File: config.mk
export PLATFORM = sky130hd
export DESIGN_NAME = ldrb_bank
export DESIGN_NICKNAME = d
export VERILOG_FILES = /design/src/rtl/ldrb_pkg.sv /design/src/rtl/ldrb_bank.sv
export VERILOG_INCLUDE_DIRS = /design/src /design/src/rtl
export SDC_FILE = /design/constraint.sdc
export NUM_CORES = 1
export LEC_CHECK = 0
export ABC_AREA = 1
export BUFFER_PORTS_ARGS = -buffer_cell sky130_fd_sc_hd__clkbuf_2
export CORE_ASPECT_RATIO = 0.8
export CORE_MARGIN = 5
export CORE_UTILIZATION = 45
export CTS_CLUSTER_DIAMETER = 150
export DETAILED_ROUTE_END_ITERATION = 6
export PLACE_DENSITY = 0.67
export SYNTH_ARGS = -nofsm -noshare
export SYNTH_HDL_FRONTEND = slang
export SYNTH_SLANG_ARGS = --single-unit
File: constraint.sdc
create_clock -name sys_clk -period 3.9 [get_ports sys_clk]
set_input_delay 0.39 -clock sys_clk [delete_from_list [all_inputs] [get_ports sys_clk]]
set_output_delay 0.39 -clock sys_clk [all_outputs]
set_load 0.01 [all_outputs]
File: src/rtl/ldrb_defs.svh
// Register offsets, field positions, reset values and timing counts of the register bank.
//
// How it works
// - Two read-only identity bytes at 0x00/0x01.
// - Writing 1-3 selects the firmware field shown.
// - Other firmware position writes make both read zero.
// - Codes 1..3 show major, patch, build halves.
// - Bit 7 reads gain fault; writing one resets.
// - Gain field bits 5:4 resets to 00.
// - Ready flag bit 1 drives interrupt if enabled.
// - Ready flag clears on setup read or reset.
// - Soft reset bit 0 self-clears when complete.
// - Integration time value times 2.8 ms, resets 20.
// - Temperature register is read-only degrees Celsius.
// - External device register is read-only status.
// - Channel mode bits 7:4 pick director mode.
// - Director setup bit 1 enables interrupt pin.
// - Learn bit 0 self-clears after being set.
// - Start bit clears when PWM results ready.
// - Channel results are read-only 16-bit pairs.
// - Channel one carries dimming or brightness value.
// - Channel two zero in mode 0.
// - Channel three zero in mode 0, complement mode 1.
// - Lux target 16-bit read-write pair, resets zero.
// - Register pointer advances after each data byte.
`ifndef LDRB_DEFS_SVH
`define LDRB_DEFS_SVH

// ****************************************************************
// Register offsets
// ****************************************************************
`define LDRB_A_DEVTYPE 8'h00
`define LDRB_A_HWREV 8'h01
`define LDRB_A_FWHI 8'h02
`define LDRB_A_FWLO 8'h03
`define LDRB_A_SETUP 8'h04
`define LDRB_A_EXPO 8'h05
`define LDRB_A_TEMP 8'h06
`define LDRB_A_LAMP 8'h07
`define LDRB_A_EXTDEV 8'h4F
`define LDRB_A_DIRSET 8'h60
`define LDRB_A_DIRHS 8'h61
`define LDRB_A_CH1H 8'h62
`define LDRB_A_CH1L 8'h63
`define LDRB_A_CH2H 8'h64
`define LDRB_A_CH2L 8'h65
`define LDRB_A_CH3H 8'h66
`define LDRB_A_CH3L 8'h67
`define LDRB_A_LUXH 8'h70
`define LDRB_A_LUXL 8'h71

// ****************************************************************
// Field positions and reset values
// ****************************************************************
`define LDRB_B_FAULT_RST 7
`define LDRB_B_GAIN_HI 5
`define LDRB_B_GAIN_LO 4
`define LDRB_B_RDY 1
`define LDRB_B_SOFT_RST 0
`define LDRB_B_MODE_HI 7
`define LDRB_B_MODE_LO 4
`define LDRB_B_INTEN 1
`define LDRB_B_LEARN 0
`define LDRB_B_START 0
`define LDRB_RST_EXPO 8'h14
`define LDRB_RST_LAMP 8'h01
`define LDRB_FWPOS_MAJOR 2'h1
`define LDRB_FWPOS_PATCH 2'h2
`define LDRB_FWPOS_BUILD 2'h3

// ****************************************************************
// Timing: integration step and soft reset length
// ****************************************************************
`define LDRB_STEP_NS 2800000
`define LDRB_CLK_NS 100
`define LDRB_STEP_CYC (`LDRB_STEP_NS / `LDRB_CLK_NS)
`define LDRB_SOFT_RST_CYC 16

`endif

File: src/rtl/ldrb_pkg.sv
// Types shared by the register bank.
`default_nettype none
package ldrb_pkg;
   // Host register access from the serial slave engine.
   typedef struct packed {
      logic start;
      logic wr;
      logic rd;
      logic [7:0] addr;
      logic [7:0] wdata;
   } ldrb_acc_t;

   // Director results from the director engine.
   typedef struct packed {
      logic valid;
      logic [15:0] ch1;
      logic [15:0] ch2;
      logic [15:0] ch3;
   } ldrb_res_t;

   typedef enum logic [1:0] {LDRB_IDLE, LDRB_RESET} ldrb_st_t;
endpackage
`default_nettype wire

File: src/rtl/ldrb_bank.sv
// Byte-wide register bank of the lighting director.
`include "ldrb_defs.svh"
`default_nettype none
module ldrb_bank #(
   parameter logic [7:0] DEV_TYPE = 8'hA5, // Arbitrary value.
   parameter logic [7:0] HW_REV = 8'h5A, // Arbitrary value.
   parameter logic [15:0] FW_MAJOR = 16'h0001, // Arbitrary value.
   parameter logic [15:0] FW_PATCH = 16'h0002, // Arbitrary value.
   parameter logic [15:0] FW_BUILD = 16'h0003, // Arbitrary value.
   parameter int STEP_CYC = `LDRB_STEP_CYC
) (
   input wire logic sys_clk,
   input wire logic resetn,
   input wire ldrb_pkg::ldrb_acc_t acc,
   output logic [7:0] rdata,
   input wire ldrb_pkg::ldrb_res_t res,
   input wire logic conv_done,
   input wire logic gain_fault,
   input wire logic [7:0] die_temp,
   input wire logic [7:0] ext_status,
   output logic [1:0] gain_sel,
   output logic [7:0] exposure,
   output logic integ_tick,
   output logic soft_reset_busy,
   output logic learn_pulse,
   output logic [3:0] channel_mode_select,
   output logic [15:0] lux_goal,
   output logic conv_start,
   output logic int_out,
   output logic indicator_lamp_output
);

   // ****************************************************************
   // Register state
   // ****************************************************************
   logic [7:0] ptr_r, ptr_nxt;
   logic [1:0] fwpos_r, fwpos_nxt;
   logic [1:0] gain_r, gain_nxt;
   logic rdy_r, rdy_nxt;
   logic soft_rst_r, soft_rst_nxt;
   logic [4:0] srcnt_r, srcnt_nxt;
   logic [7:0] expo_r, expo_nxt;
   logic [7:0] lamp_r, lamp_nxt;
   logic [3:0] mode_r, mode_nxt;
   logic inten_r, inten_nxt;
   logic learn_r, learn_nxt;
   logic start_r, start_nxt;
   logic [15:0] ch1_r, ch1_nxt, ch2_r, ch2_nxt, ch3_r, ch3_nxt;
   logic [15:0] lux_r, lux_nxt;
   logic [7:0] rdata_r, rdata_nxt;
   logic [21:0] tick_r, tick_nxt;
   ldrb_pkg::ldrb_st_t st_r, st_nxt;
   logic [7:0] a;
   logic wr, rd;
   logic [15:0] fwval;

   // Current access address: explicit on start, else the running pointer.
   assign a = acc.start ? acc.addr : ptr_r;
   assign wr = acc.wr;
   assign rd = acc.rd;

   // Firmware field selected by the stored position, zero when invalid.
   always_comb begin
      case (fwpos_r)
         `LDRB_FWPOS_MAJOR: fwval = FW_MAJOR;
         `LDRB_FWPOS_PATCH: fwval = FW_PATCH;
         `LDRB_FWPOS_BUILD: fwval = FW_BUILD;
         default: fwval = 16'h0000;
      endcase
   end

   // ****************************************************************
   // Next-state logic
   // ****************************************************************

   // Next-state logic for all host-visible registers.
   always_comb begin
      ptr_nxt = ptr_r;
      fwpos_nxt = fwpos_r;
      gain_nxt = gain_r;
      rdy_nxt = rdy_r;
      soft_rst_nxt = soft_rst_r;
      srcnt_nxt = srcnt_r;
      expo_nxt = expo_r;
      lamp_nxt = lamp_r;
      mode_nxt = mode_r;
      inten_nxt = inten_r;
      learn_nxt = 1'b0;
      start_nxt = start_r;
      ch1_nxt = ch1_r;
      ch2_nxt = ch2_r;
      ch3_nxt = ch3_r;
      lux_nxt = lux_r;
      rdata_nxt = rdata_r;
      st_nxt = st_r;
      tick_nxt = tick_r;
      // Integration period counter; a whole step per exposure unit.
      if (tick_r >= 22'(STEP_CYC - 1)) begin
         tick_nxt = 22'h000000;
      end else begin
         tick_nxt = tick_r + 22'h000001;
      end
      // Soft reset sequencer; the bit stays set until the count runs out.
      case (st_r)
         ldrb_pkg::LDRB_IDLE: begin
         end
         ldrb_pkg::LDRB_RESET: begin
            if (srcnt_r == 5'(`LDRB_SOFT_RST_CYC - 1)) begin
               soft_rst_nxt = 1'b0;
               st_nxt = ldrb_pkg::LDRB_IDLE;
            end else begin
               srcnt_nxt = srcnt_r + 5'h01;
            end
         end
         default: st_nxt = ldrb_pkg::LDRB_IDLE;
      endcase
      // Results latch when the director delivers; start clears then.
      if (res.valid) begin
         ch1_nxt = res.ch1;
         ch2_nxt = (mode_r == 4'h0) ? 16'h0000 : res.ch2;
         ch3_nxt = (mode_r == 4'h0) ? 16'h0000 :
                   (mode_r == 4'h1) ? ~res.ch2 : res.ch3;
         start_nxt = 1'b0;
      end
      if (wr) begin
         ptr_nxt = a + 8'h01;
         case (a)
            `LDRB_A_FWHI, `LDRB_A_FWLO: begin
               // Out-of-range codes fall back to the zero field.
               fwpos_nxt = (acc.wdata >= 8'h01 && acc.wdata <= 8'h03) ?
                           acc.wdata[1:0] : 2'h0;
            end
            `LDRB_A_SETUP: begin
               gain_nxt = acc.wdata[`LDRB_B_GAIN_HI:`LDRB_B_GAIN_LO];
               if (acc.wdata[`LDRB_B_SOFT_RST] || acc.wdata[`LDRB_B_FAULT_RST]) begin
                  soft_rst_nxt = 1'b1;
                  srcnt_nxt = 5'h00;
                  st_nxt = ldrb_pkg::LDRB_RESET;
               end
            end
            `LDRB_A_EXPO: expo_nxt = acc.wdata;
            `LDRB_A_LAMP: lamp_nxt = acc.wdata;
            `LDRB_A_DIRSET: begin
               mode_nxt = acc.wdata[`LDRB_B_MODE_HI:`LDRB_B_MODE_LO];
               inten_nxt = acc.wdata[`LDRB_B_INTEN];
               learn_nxt = acc.wdata[`LDRB_B_LEARN];
            end
            `LDRB_A_DIRHS: begin
               if (acc.wdata[`LDRB_B_START]) begin
                  start_nxt = 1'b1;
               end
            end
            `LDRB_A_LUXH: lux_nxt[15:8] = acc.wdata;
            `LDRB_A_LUXL: lux_nxt[7:0] = acc.wdata;
            default: begin
            end
         endcase
      end else if (rd) begin
         ptr_nxt = a + 8'h01;
         case (a)
            `LDRB_A_DEVTYPE: rdata_nxt = DEV_TYPE;
            `LDRB_A_HWREV: rdata_nxt = HW_REV;
            `LDRB_A_FWHI: rdata_nxt = fwval[15:8];
            `LDRB_A_FWLO: rdata_nxt = fwval[7:0];
            `LDRB_A_SETUP: begin
               rdata_nxt = {gain_fault, 1'b0, gain_r, 2'h0, rdy_r, soft_rst_r};
               rdy_nxt = 1'b0;
            end
            `LDRB_A_EXPO: rdata_nxt = expo_r;
            `LDRB_A_TEMP: rdata_nxt = die_temp;
            `LDRB_A_LAMP: rdata_nxt = lamp_r;
            `LDRB_A_EXTDEV: rdata_nxt = ext_status;
            `LDRB_A_DIRSET: rdata_nxt = {mode_r, 2'h0, inten_r, learn_r};
            `LDRB_A_DIRHS: rdata_nxt = {7'h00, start_r};
            `LDRB_A_CH1H: rdata_nxt = ch1_r[15:8];
            `LDRB_A_CH1L: rdata_nxt = ch1_r[7:0];
            `LDRB_A_CH2H: rdata_nxt = ch2_r[15:8];
            `LDRB_A_CH2L: rdata_nxt = ch2_r[7:0];
            `LDRB_A_CH3H: rdata_nxt = ch3_r[15:8];
            `LDRB_A_CH3L: rdata_nxt = ch3_r[7:0];
            `LDRB_A_LUXH: rdata_nxt = lux_r[15:8];
            `LDRB_A_LUXL: rdata_nxt = lux_r[7:0];
            default: rdata_nxt = 8'h00;
         endcase
      end else if (acc.start) begin
         ptr_nxt = acc.addr;
      end
      // A new conversion wins over a same-cycle clearing read.
      if (conv_done) begin
         rdy_nxt = 1'b1;
      end
   end

   // ****************************************************************
   // Register stage
   // ****************************************************************

   // Register stage; everything takes a constant under reset.
   always_ff @(posedge sys_clk or negedge resetn) begin
      if (!resetn) begin
         ptr_r <= 8'h00;
         fwpos_r <= 2'h0;
         gain_r <= 2'h0;
         rdy_r <= 1'b0;
         soft_rst_r <= 1'b0;
         srcnt_r <= 5'h00;
         expo_r <= `LDRB_RST_EXPO;
         lamp_r <= `LDRB_RST_LAMP;
         mode_r <= 4'h0;
         inten_r <= 1'b0;
         learn_r <= 1'b0;
         start_r <= 1'b0;
         ch1_r <= 16'h0000;
         ch2_r <= 16'h0000;
         ch3_r <= 16'h0000;
         lux_r <= 16'h0000;
         rdata_r <= 8'h00;
         tick_r <= 22'h000000;
         st_r <= ldrb_pkg::LDRB_IDLE;
      end else begin
         ptr_r <= ptr_nxt;
         fwpos_r <= fwpos_nxt;
         gain_r <= gain_nxt;
         rdy_r <= rdy_nxt;
         soft_rst_r <= soft_rst_nxt;
         srcnt_r <= srcnt_nxt;
         expo_r <= expo_nxt;
         lamp_r <= lamp_nxt;
         mode_r <= mode_nxt;
         inten_r <= inten_nxt;
         learn_r <= learn_nxt;
         start_r <= start_nxt;
         ch1_r <= ch1_nxt;
         ch2_r <= ch2_nxt;
         ch3_r <= ch3_nxt;
         lux_r <= lux_nxt;
         rdata_r <= rdata_nxt;
         tick_r <= tick_nxt;
         st_r <= st_nxt;
      end
   end

   // ****************************************************************
   // Outputs
   // ****************************************************************
   assign rdata = rdata_r;
   assign gain_sel = gain_r;
   assign exposure = expo_r;
   assign integ_tick = (tick_r == 22'h000000);
   assign soft_reset_busy = soft_rst_r;
   assign learn_pulse = learn_r;
   assign channel_mode_select = mode_r;
   assign lux_goal = lux_r;
   assign conv_start = start_r;
   // Interrupt is gated; the flag itself remains pollable.
   assign int_out = rdy_r & inten_r;
   assign indicator_lamp_output = lamp_r[0];
endmodule
`default_nettype wire

== After elaboration in Yosys (flattened, before gate mapping) ==
Cells that the tools add are included.

* Register bits after elaboration: 138
* Input port bits: 88
* Output and inout bits: 44
* Word-level logic and storage cells: 107

* Add/subtract/negate cells: 3
* Magnitude comparators: 3
* Equality and inequality tests: 25
* Muxes and demuxes: 35
* Bitwise operators: 3
* Reduce and logical (&&, ||, !) cells: 18

{| class="wikitable"
|+ Operators by type and width
! operator !! count
|-
| case mux 8 bit (19 select lines) || 1
|-
| equality test 8 x 7 -> 1 bit (second input constant) || 11
|-
| 2-to-1 mux 16 bit || 3
|-
| equality test 8 x 3 -> 1 bit (second input constant) || 4
|-
| 2-to-1 mux 5 bit || 5
|-
| 2-to-1 mux 8 bit || 3
|-
| adder 22 x 1 -> 22 bit (second input constant) || 1
|-
| greater-or-equal comparator 22 x 15 -> 1 bit (second input constant) || 1
|-
| zero test 22 bit || 1
|-
| 2-to-1 mux 22 bit || 1
|-
| equality test 8 x 2 -> 1 bit (second input constant) || 2
|-
| NOT 16 bit || 1
|-
| AND reduction 2 bit || 8
|-
| 2-to-1 mux 1 bit || 15
|-
| 2-to-1 mux 2 bit || 5
|-
| adder 8 x 1 -> 8 bit (second input constant) || 1
|-
| equality test 8 x 1 -> 1 bit (second input constant) || 1
|-
| greater-or-equal comparator 8 x 1 -> 1 bit (second input constant) || 1
|-
| <= comparator 8 x 2 -> 1 bit (second input constant) || 1
|-
| zero test 8 bit || 1
|-
| case mux 2 bit (3 select lines) || 1
|-
| adder 5 x 1 -> 5 bit (second input constant) || 1
|-
| equality test 5 x 4 -> 1 bit (second input constant) || 1
|-
| equality test 2 x 1 -> 1 bit (second input constant) || 2
|-
| other kinds (13) || 15
|}

== Longest topological paths before layout ==
Gate-level depths: netlist of the first run.

* Depth after elaboration: 6
* Gate-level depth with buffers: 15
* Depth with buffers taken out: 15

== Least setup slack after synthesis of the first run ==
Ideal clock, no wire load.

* Kind: input to register
* From: input port acc[18] (netlist name)
* To: register lux_r[0] (netlist: lux_goal[0])
* Arrival: 1935 ps
* Data required time: 3775 ps
* Path slack: 1840 ps
* Stages: 10
* Cells stage by stage: inv_2 -> or2_2 -> o21a_1 -> inv_1 -> ha_1 -> inv_1 -> nor2_8 -> nand2_2 -> nor2_4 -> mux2_2

* Word-level cells in the longest chain between the ends: 3

{| class="wikitable"
|+ Ends and longest elaborated chain
! item !! RTL line !! text
|-
| start: declaration || ldrb_bank.sv:14 || <nowiki>input wire ldrb_pkg::ldrb_acc_t acc,</nowiki>
|-
| 2-to-1 mux 8 bit || n/a ||
|-
| equality test 8 x 7 -> 1 bit || ldrb_bank.sv:127 || <nowiki>case (a)</nowiki>
|-
| AND reduction 2 bit (no source line) || n/a ||
|-
| end signal: assignment || ldrb_bank.sv:236 || <nowiki>lux_r <= lux_nxt;</nowiki>
|-
| end: declaration || ldrb_bank.sv:49 || <nowiki>logic [15:0] lux_r, lux_nxt;</nowiki>
|}

No other way between the ends.
A chain may end at the register's enable or synchronous reset.

== Worst setup path in the final report of the first run ==
* From: input port acc[18] (netlist name)
* To: register lux_r[8] (netlist: lux_goal[8])

Same word-level chain as after synthesis.

==> flow_metrics.py, run 1 <==
metrics = {
    "critical_path": {
        "critPathRequiredTime_ns": 4.21,
        "start_kind": "primary input",
        "worst_ep_arrival_time_ns": 2.74,
        "path_max_fanout": 15,
        "crit_path_end_kind": "flop",
        "critical_path_class": "primary input to flop",
        "r2r_cells": 8,
    },
    "floorplanning": {
        "dieHeight_um": 123,
        "die_area_um2": 18700,
        "core_um2": 15700,
        "fp-row-count": 41,
        "start_util": 0.459,
        "ioPinCount": 132,
        "die_w_um": 152,
    },
    "clock_network": {
        "tritoncts": "built",
        "cts_buffers": 17,
        "clk_latency_ns": 0.43,
        "clock-sinks": 138,
        "clock-root-buffer": "clkbuf_16",
        "cts.hold.buffers_added": 0,
        "cts_buffer_depth": 2,
        "cts_setup_buffers": 0,
        "clk_pin_slew_ns": 0.06,
        "cts_resized": 0,
        "ctsHtreeMaxLevel": 4,
    },
    "logic_synthesis": {
        "syn_area_um2": 7230,
        "synth_edf_count": 0,
        "yosysSeqAreaShare": 0.478,
        "synthArstFlopShare": 1.00,
        "netlist-cell-type-count": 40,
        "synth_flop_cell": "dfrtp_1",
        "synth_area_per_cell_um2": 8.35,
        "synth-seq-cells": 138,
        "ys_top_cells_by_area": "dfrtp_1, nand2_1, nand3_1",
        "post-synth-top-area-cell": "dfrtp_1",
        "yosysTopAreaCellShare": 0.467,
        "synth_warnings": 0,
        "synthCells": 866,
    },
    "routing": {
        "ant_nets": 0,
        "via_per_inst": 5.24,
        "drc": 0,
        "vias": 6414,
        "drt-wirelength-per-cell_um": 17.1,
        "dr.pass1.iters": 5,
        "routed_wl_um": 21000,
        "drtIter0Drc": 681,
    },
    "cells_and_area": {
        "final_cell_mix": "nand2_1, dfrtp_1, clkbuf_2",
        "area_growth_pct": 18.7,
        "final_net_count": 1092,
        "layoutNonFillerInstCount": 1225,
        "diodes": 0,
        "fill_cells": 1521,
        "drive_above_1_share": 0.226,
        "final_common_cell": "nand2_1",
    },
    "global_route": {
        "grt_pass1_vias": 6103,
        "antenna_found_initial": 0,
        "grt_pass1_wl_um": 32800,
        "grt_max_degree": 103,
        "grt-busiest-layer": "met1",
        "globalRouteOverflowTotal": 0,
        "use_met3": 0.0700,
        "use_met2": 0.328,
        "grt_usage": 0.232,
        "use_met1": 0.344,
    },
    "sta": {
        "skew_ns": 0.00951,
        "maxSlewHeadroom": 0.374,
        "period_minus_slack_ns": 2.43,
        "fin_ws_ns": 1.47,
        "post-route-period-util": 0.623,
        "rsz0062_at_grt": "false",
        "hold_viol": 0,
        "max_freq_ghz": 0.412,
        "worstMarginPinSlew_ns": 0.939,
        "whs_ns": 0.0747,
        "timing.setup.tns_ns": 0,
        "setup_viol": 0,
        "slew_viol_final": 0,
    },
    "hold_path": {
        "min_path_type": "primary input to async pin",
    },
    "run": {
        "max_cap_violations": 0,
    },
    "place": {
        "placed_cells": 1193,
        "dp_hpwl_um": 15400,
        "dpl_worst_slack_ns": 1.06,
        "port_buffers": 131,
        "globalplace.congestion": 0.938,
    },
    "power_and_ir_drop": {
        "irDropWorstVdd_uv": 320,
        "p_total_mw": 3.58,
        "p_leak_nw": 4.38,
        "p_per_area_nw_per_um2": 417,
    },
    "status": {
        "outcome": "finished, final reports clean",
    },
}
## per-stage QoR
stage           util  area [um2]
6_report       0.545        8580
2_1_floorplan      -        7260
4_1_cts        0.545        8580
5_1_grt        0.545        8580
3_3_place_gp   0.509        8010
3_5_place_dp   0.509        8010
## power by group
group,switching [mW],leakage [nW],total [mW],internal (mW)
Clock,0.621,0.273,1.58,0.955
Combinational,0.281,2.31,0.421,0.140
Sequential,0.0579,1.80,1.58,1.52
## cell families (layout without fill, tap and decap cells)
logic type | Yosys count | in the layout | share of synthesized area
AND/OR/NAND/NOR | 416 | 416 | 0.275
buffers and inverters | 156 | 293 | 0.0947
flip-flops | 138 | 138 | 0.478
AO/OA/AOI/OAI | 120 | 120 | 0.102
XOR/XNOR | 17 | 17 | 0.0206
multiplexers | 11 | 11 | 0.0171
adder cells (fa/ha/maj) | 7 | 7 | 0.0121
other | 1 | 8 | 0.000519
## final timing paths
path / from / endpoint / slack, ns
min in group sys_clk: res[32] / ch1_r[0]$_DFFE_PN0P_ / 0.17
max reg2reg: ptr_r[1]$_DFF_PN0_ / lux_goal[8]$_DFFE_PN0P_ / 1.66
max: acc[18] / lux_goal[8]$_DFFE_PN0P_ / 1.47
max in group asynchronous: resetn / exposure[7]$_DFFE_PN0P_ / 2.95
min: resetn / st_r[0]$_DFF_PN0_ / 0.07
min reg2reg: fwpos_r[1]$_DFFE_PN0P_ / fwpos_r[1]$_DFFE_PN0P_ / 0.50
## critical path, stage by stage
cell      delay [ns]
clkbuf_2        0.24
inv_2           0.13
or2_2           0.29
o21a_1          0.15
inv_1           0.14
ha_1            0.17
inv_1           0.12
nor2_8          0.30
nand2_2         0.13
nor2_4          0.29
mux2_2          0.37
## layout make-up
| cell class | count | area (um2) | share of cell area |
|---|---|---|---|
| flip-flops and latches | 138 | 3460 | 0.403 |
| multi-input cells | 579 | 3120 | 0.363 |
| repair buffers | 135 | 692 | 0.0806 |
| inverters | 126 | 473 | 0.0551 |
| clock buffers | 21 | 450 | 0.0525 |
| well taps | 215 | 269 | 0.0313 |
| clock inverters | 11 | 124 | 0.0144 |
## state kept, by name, indices dropped and copies added (netlist names), 2 cells and up
register / flops
st_r: 2
gain_sel: 2
ptr_r: 8
ch1_r: 16
ch2_r: 16
channel_mode_select: 4
exposure: 8
lux_goal: 16
rdata: 8
fwpos_r: 2
lamp_r: 8
tick_r: 22
srcnt_r: 5
ch3_r: 16
## synthesized netlist by cell type (2+ instances only)
master    number
ha_1           7
and3_1         2
o22ai_1       16
nand2_4        7
nand3_2        2
dfstp_2        3
o21ai_2        2
nor2_2         4
nand2_1      157
o21a_1        12
or2_2          3
nor2_8         4
o21ai_0       33
clkbuf_1      10
o31ai_1        2
o32ai_1       17
nand3_1      104
nand2_2       13
nor2_1        93
buf_6          7
buf_2          4
xnor2_1        5
inv_1        122
nand4_1        7
dfrtp_1      135
mux2_2        11
buf_4          8
nor2_4         9
inv_2          4
nor3_1         4
o21ai_1       34
nor4_1         6
xor2_1        12
## routing by layer
layer	wire length (um)	share of wire
met5	0	0
met2	8950	0.43
met4	300	0.014
met1	9710	0.46
met3	2030	0.097
(Power assumes the default switching activity.)
==> run 2, diff against run 1 <==
PLACE_DENSITY = 0.69   (was 0.67)
clock period = 2.15 ns   (was 3.9 ns; I/O delays follow)
==> run 2 against run 1 <==
- total power rose by 89%
- register-to-register slack got worse by 1.5 ns
- sequential share of layout area fell by 1.9 points
- sequential cell count did not move
- critical path depth fell by 6
- worst setup slack got worse by 1.3 ns
- clock skew fell by 0.0013 ns
- count of clock-buffer cells in the layout fell by 1
- largest cell class unchanged
- final area rose by 4.9%
- sequential power rose by 82%
==> flow_metrics.py, run 2 (synthesis results as in run 1) <==
metrics = {
    "status": {
        "outcome": "finished, final reports clean",
    },
    "power_and_ir_drop": {
        "swShare": 0.264,
        "combPwrFrac": 0.122,
        "irDropWorstVdd_uv": 528,
        "power_switching_mw": 1.78,
        "seqPwrFrac": 0.425,
        "power_frac_clock": 0.453,
        "p_leak_nw": 4.62,
        "intPower_mw": 4.97,
        "p_per_area_nw_per_um2": 749,
    },
    "cells_and_area": {
        "fin_area_um2": 9010,
        "final_common_cell": "nand2_1",
        "drive_above_1_share": 0.254,
        "regMostFlops": "tick_r",
        "largest_reg_flops": 22,
        "area_growth_pct": 24.6,
        "diodes": 0,
        "fill_cells": 1420,
        "final_net_count": 1133,
        "fin_util": 0.572,
        "final_cell_mix": "nand2_1, dfrtp_1, clkbuf_2",
    },
    "floorplanning": {
        "start_util": 0.459,
        "die_area_um2": 18700,
        "die_w_um": 152,
        "ioPinCount": 132,
        "fp-row-count": 41,
        "core_um2": 15700,
        "dieHeight_um": 123,
    },
    "critical_path": {
        "cp_slowest_cell": "dfrtp_1",
        "cp_top_family": "simple AND/OR/NAND/NOR gates",
        "path_depth": 5,
        "critical_path_class": "flop to output port",
        "worst_ep_arrival_time_ns": 1.76,
        "path_cells": "or2_2 > nor4_2 > nand4_1 > nor2_1 > clkbuf_2",
        "r2r_cells": 12,
        "critPathBufInv": 1,
        "critPathRequiredTime_ns": 1.93,
        "start_kind": "flop",
        "crit_path_end_kind": "output port",
        "critPathMaxStageDelay_ns": 0.41,
        "path_max_fanout": 4,
    },
    "routing": {
        "drc": 0,
        "via_per_inst": 5.14,
        "dr.pass1.iters": 5,
        "drt-wirelength-per-cell_um": 16.8,
        "drtIter0Drc": 578,
        "vias": 6502,
        "routed_wl_um": 21300,
        "ant_nets": 0,
    },
    "global_route": {
        "grt_usage": 0.238,
        "grt_pass1_wl_um": 33600,
        "globalRouteOverflowTotal": 0,
        "grt_pass1_vias": 6277,
        "grt_max_degree": 59,
        "antenna_found_initial": 0,
    },
    "sta": {
        "skew_ns": 0.00818,
        "hold_viol": 0,
        "maxSlewHeadroom": 0.516,
        "max_freq_ghz": 0.507,
        "timing.setup.tns_ns": 0,
        "rsz0062_at_grt": "false",
        "setup_viol": 0,
        "fin_ws_ns": 0.179,
        "post-route-period-util": 0.917,
        "whs_ns": 0.0168,
        "worstMarginPinSlew_ns": 0.716,
        "slew_viol_final": 0,
        "period_minus_slack_ns": 1.97,
    },
    "place": {
        "globalplace.congestion": 0.983,
        "dp_hpwl_um": 16200,
        "dpl_worst_slack_ns": 0.0195,
        "port_buffers": 131,
        "placed_area_um2": 8320,
    },
    "clock_network": {
        "clock-root-buffer": "clkbuf_16",
        "tritoncts": "built",
        "clk_latency_ns": 0.43,
        "ctsHtreeMaxLevel": 4,
        "clock-sinks": 138,
        "cts_buffers": 17,
        "clk_pin_slew_ns": 0.06,
        "cts_buffer_depth": 2,
    },
    "run": {
        "max_cap_violations": 0,
    },
    "hold_path": {
        "worstHoldPathCells": 3,
        "min_path_type": "primary input to flop",
    },
}
run 2: changes by cell type in the layout (fill, tap and decap cells not counted), moves of 2 or more:
cell,previous run,this run
clkinv_2,3,1
buf_4,4,35
buf_12,0,4
inv_6,0,3
dlygate4sd3_1,0,6
clkbuf_1,3,1
run 2: power by group through the flow:
stage,Combinational [mW],Clock (mW),Sequential (mW)
6_report,0.823,3.05,2.87
5_1_grt,0.909,3.22,2.89
4_1_cts,0.823,3.09,2.87
3_5_place_dp,0.810,0,2.92
3_3_place_gp,0.800,0,2.91
2_1_floorplan,0.449,0,2.90
run 2: worst reg2reg max path: stages, from the launching register on:
cell	delay (ns)
dfrtp_1	0.35
nand2_1	0.06
nand2_1	0.11
inv_1	0.13
ha_1	0.15
inv_1	0.09
nor2_4	0.37
nand3_1	0.16
nand3_1	0.12
nor2_1	0.05
nand3_1	0.16
nand2_1	0.07
nand2_1	0.06
run 2: metrics by stage:
stage / instances / total power, mW
3_5_place_dp: 1228 / 3.73
6_report: 1266 / 6.75
5_1_grt: 1266 / 7.02
4_1_cts: 1265 / 6.79
2_1_floorplan: 873 / 3.34
3_3_place_gp: 1228 / 3.71
run 2: area by class of cell:
class                   instances  area [um2]  share of cell area
repair buffers                176        1060               0.118
well taps                     215         269              0.0299
clock inverters                12         163              0.0181
inverters                     126         473              0.0525
multi-input cells             579        3130               0.347
flip-flops and latches        138        3460               0.384
clock buffers                  20         457              0.0507
run 2: path summary, 6_finish.rpt:
path	startpoint	endpoint	slack, ns
min	res[39]	ch1_r[7]$_DFFE_PN0P_	0.02
max	tick_r[7]$_DFF_PN0_	integ_tick	0.18
max reg2reg	ptr_r[0]$_DFF_PN0_	rdata[6]$_DFFE_PN0P_	0.20
min in group asynchronous	resetn	srcnt_r[1]$_DFF_PN0_	0.32
max in group asynchronous	resetn	rdy_r$_DFFE_PN0P_	1.07
min reg2reg	rdata[7]$_DFFE_PN0P_	rdata[7]$_DFFE_PN0P_	0.48
run 2: layer usage:
metal,vias to the layer above,GRT usage,routed length (um),part of all wire
met1,3018,0.340,9550,0.45
li1,3156,-,-,-
met3,29,0.0934,2280,0.11
met4,0,0.0589,308,0.014
met2,299,0.340,9150,0.43
met5,-,0,0,0
run 2: repair_timing:
action | 4_1_cts | 5_1_grt
endpoints found under the hold margin | 57 | 1
endpoints found under the setup margin | 0 | 3
hold buffers | 5 | 1
resized for setup | 0 | 2
setup buffers | 0 | 0
==> run 3, diff against run 2 <==
ABC_AREA = default   (was 1)
BUFFER_PORTS_ARGS = -buffer_cell sky130_fd_sc_hd__buf_2   (was -buffer_cell sky130_fd_sc_hd__clkbuf_2)
CORE_ASPECT_RATIO = 0.5   (was 0.8)
PLACE_DENSITY = 0.7   (was 0.69)
==> run 3 against run 2 <==
- synthesized cell count fell by 25%
- register-to-register slack got worse by 0.17 ns
- sequential cell count did not move
- worst setup slack worse by 0.15 ns
- wire length up 2.0%
- count of clock-buffer cells in the layout fell by 3
- cell count decreased by 17%
- sequential power rose by 12%
- synthesized area decreased by 4.8%
- critical path depth increased by 3
==> flow_metrics.py, run 3 <==
metrics = {
    "critical_path": {
        "critPathRequiredTime_ns": 2.45,
        "rrSetupSlack_ns": 0.03,
        "path_cells": "mux2i_4 > inv_2 > ha_4 > buf_6 > a222oi_1 > o22ai_1 > a2111oi_2 > a21oi_1",
        "cp_slowest_cell": "dfrtp_1",
        "cp_top_family": "compound AO/OA/AOI/OAI gates",
        "critPathBufInv": 2,
        "critPathMaxStageDelay_ns": 0.39,
        "start_kind": "flop",
        "worst_ep_arrival_time_ns": 2.41,
        "critical_path_class": "flop to flop",
        "path_max_fanout": 3,
        "crit_path_end_kind": "flop",
    },
    "clock_network": {
        "cts_buffers": 17,
        "cts_buffer_depth": 2,
        "clk_pin_slew_ns": 0.07,
        "ctsHtreeMaxLevel": 4,
        "tritoncts": "built",
        "clk_latency_ns": 0.43,
        "clock-sinks": 138,
        "clock-root-buffer": "clkbuf_16",
    },
    "logic_synthesis": {
        "synthArstFlopShare": 1.00,
        "synth_edf_count": 0,
        "synth_warnings": 0,
        "synth_area_per_cell_um2": 10.5,
        "synthCells": 653,
        "synthTopCellsByCount": "dfrtp_1, nand2_1, inv_1, mux2_2, o21ai_0",
        "netlist-cell-type-count": 62,
        "synth-seq-cells": 138,
        "yosysTopAreaCellShare": 0.491,
        "yosysSeqAreaShare": 0.502,
        "ys_top_cells_by_area": "dfrtp_1, mux2_2, mux2_4",
        "post-synth-top-area-cell": "dfrtp_1",
        "syn_area_um2": 6880,
        "post-synth-top-count-cell": "dfrtp_1",
        "synth_flop_cell": "dfrtp_1",
    },
    "status": {
        "outcome": "finished, final reports clean",
    },
    "global_route": {
        "grt_pass1_vias": 6256,
        "grt_usage": 0.242,
        "antenna_found_initial": 0,
        "grt_pass1_wl_um": 34100,
        "grt_max_degree": 55,
        "globalRouteOverflowTotal": 0,
    },
    "hold_path": {
        "min_path_type": "primary input to flop",
    },
    "routing": {
        "ant_nets": 0,
        "via_per_inst": 5.76,
        "wl_met2_um": 9970,
        "top_layer": "met4",
        "drt-wirelength-per-cell_um": 20.6,
        "routed_wl_um": 21700,
        "dr.pass1.iters": 5,
        "drc": 0,
        "vias": 6064,
        "drt-met1-wl_um": 9360,
        "wl_met3_um": 1710,
        "drtIter0Drc": 598,
    },
    "sta": {
        "period_minus_slack_ns": 2.12,
        "hold_viol": 0,
        "rsz0062_at_grt": "true",
        "whs_ns": 0.00610,
        "skew_ns": 0.0120,
        "maxSlewHeadroom": 0.572,
        "slew_viol_final": 0,
        "setup_viol": 0,
        "post-route-period-util": 0.986,
        "worstMarginPinSlew_ns": 0.642,
        "max_freq_ghz": 0.472,
    },
    "place": {
        "dp_hpwl_um": 15900,
        "placed_cells": 1015,
        "globalplace.congestion": 0.979,
        "port_buffers": 131,
    },
    "floorplanning": {
        "fp-row-count": 31,
        "core_um2": 14700,
        "start_util": 0.467,
        "dieHeight_um": 97.5,
        "ioPinCount": 132,
        "die_area_um2": 18000,
        "die_w_um": 185,
    },
    "power_and_ir_drop": {
        "p_per_area_nw_per_um2": 895,
        "p_leak_nw": 4.28,
        "irDropWorstVdd_uv": 625,
        "p_total_mw": 8.11,
    },
    "cells_and_area": {
        "layoutNonFillerInstCount": 1053,
        "area.sequential_um2": 3460,
        "final_common_cell": "dfrtp_1",
        "largest_reg_flops": 22,
        "fill_cells": 1194,
        "final_net_count": 937,
        "regMostFlops": "tick_r",
        "drive_above_1_share": 0.387,
        "multi_input_area_um2": 3250,
        "final_cell_mix": "dfrtp_1, buf_2, nand2_1, buf_4, inv_1",
        "area_growth_pct": 31.7,
        "diodes": 0,
    },
    "run": {
        "max_cap_violations": 0,
    },
}
## run 3: cell types whose count changed after synthesis, moves of 22 or more
cell	before	now
nand2_1	157	62
mux2_2	11	41
a22oi_1	0	22
o21ai_1	34	3
nor2_1	93	32
inv_1	122	46
nand3_1	104	13
## run 3: worst reg2reg max path, cell delays in order, from the launching register on
cell and delay (ns):
dfrtp_1 0.39, mux2i_4 0.19, inv_2 0.09, ha_4 0.18, buf_6 0.12, a222oi_1 0.39
o22ai_1 0.16, a2111oi_2 0.35, a21oi_1 0.12
## run 3: layer usage
metal,vias to the layer above,track usage
met5,-,0
met1,3006,0.339
li1,2737,-
met4,0,0.102
met2,268,0.365
met3,53,0.0527
## run 3: path summary, 6_finish.rpt
kind / end / start / cells after the start
hold reg to reg: ch1_r[3]$_DFFE_PN0P_ / ch1_r[3]$_DFFE_PN0P_ / 1
setup / recovery: rdata[1]$_DFFE_PN0P_ / ptr_r[0]$_DFF_PN0_ / 8
setup reg to reg: rdata[1]$_DFFE_PN0P_ / ptr_r[0]$_DFF_PN0_ / 8
max in group asynchronous: ch1_r[4]$_DFFE_PN0P_ / resetn / 3
hold / removal: ch2_r[10]$_DFFE_PN0P_ / res[26] / 3
min in group asynchronous: ch3_r[12]$_DFFE_PN0P_ / resetn / 2
## run 3: area by class of cell
type | instances | share of cell area
clock buffer | 17 | 0.0469
inverter | 46 | 0.0190
multi-input combinational | 438 | 0.359
timing repair buffer | 201 | 0.142
clock inverter | 15 | 0.0246
tap | 198 | 0.0273
sequential | 138 | 0.381
## run 3: stage by stage
stage	setup WS, ns	instance area [um2]	setup TNS, ns	util
global route	-0.0342	9070	-0.0610	0.615
floorplan	0.00276	6970	0	-
detailed placement	-0.179	8240	-3.12	0.559
CTS	0.0331	8910	0	0.604
finish	0.0311	9070	0	0.615
global placement	-0.138	8240	-2.14	0.559
## run 3: cells by family after synthesis
family | Yosys count | share of synthesized area
adders and majority gates | 7 | 0.0127
buffers and inverters | 84 | 0.0527
AOI/OAI and AO/OA | 160 | 0.161
and+or+nand+nor | 179 | 0.133
DFF | 138 | 0.502
muxes | 64 | 0.112
other | 1 | 0.000545
xor gates and xnor gates | 20 | 0.0254
## run 3: power breakdown
part           internal [mW]  switching [mW]
clock                   1.90            1.33
combinational          0.781           0.887
sequential              2.93           0.288
total                   5.61            2.50
## run 3: repair_timing
action | 4_1_cts | 5_1_grt
pin swaps | 0 | 8
resized for setup | 3 | 30
hold endpoints to repair | 50 | 0
endpoints found under the setup margin | 10 | 18
buffers inserted | 0 | 5
hold buffers | 2 | 0
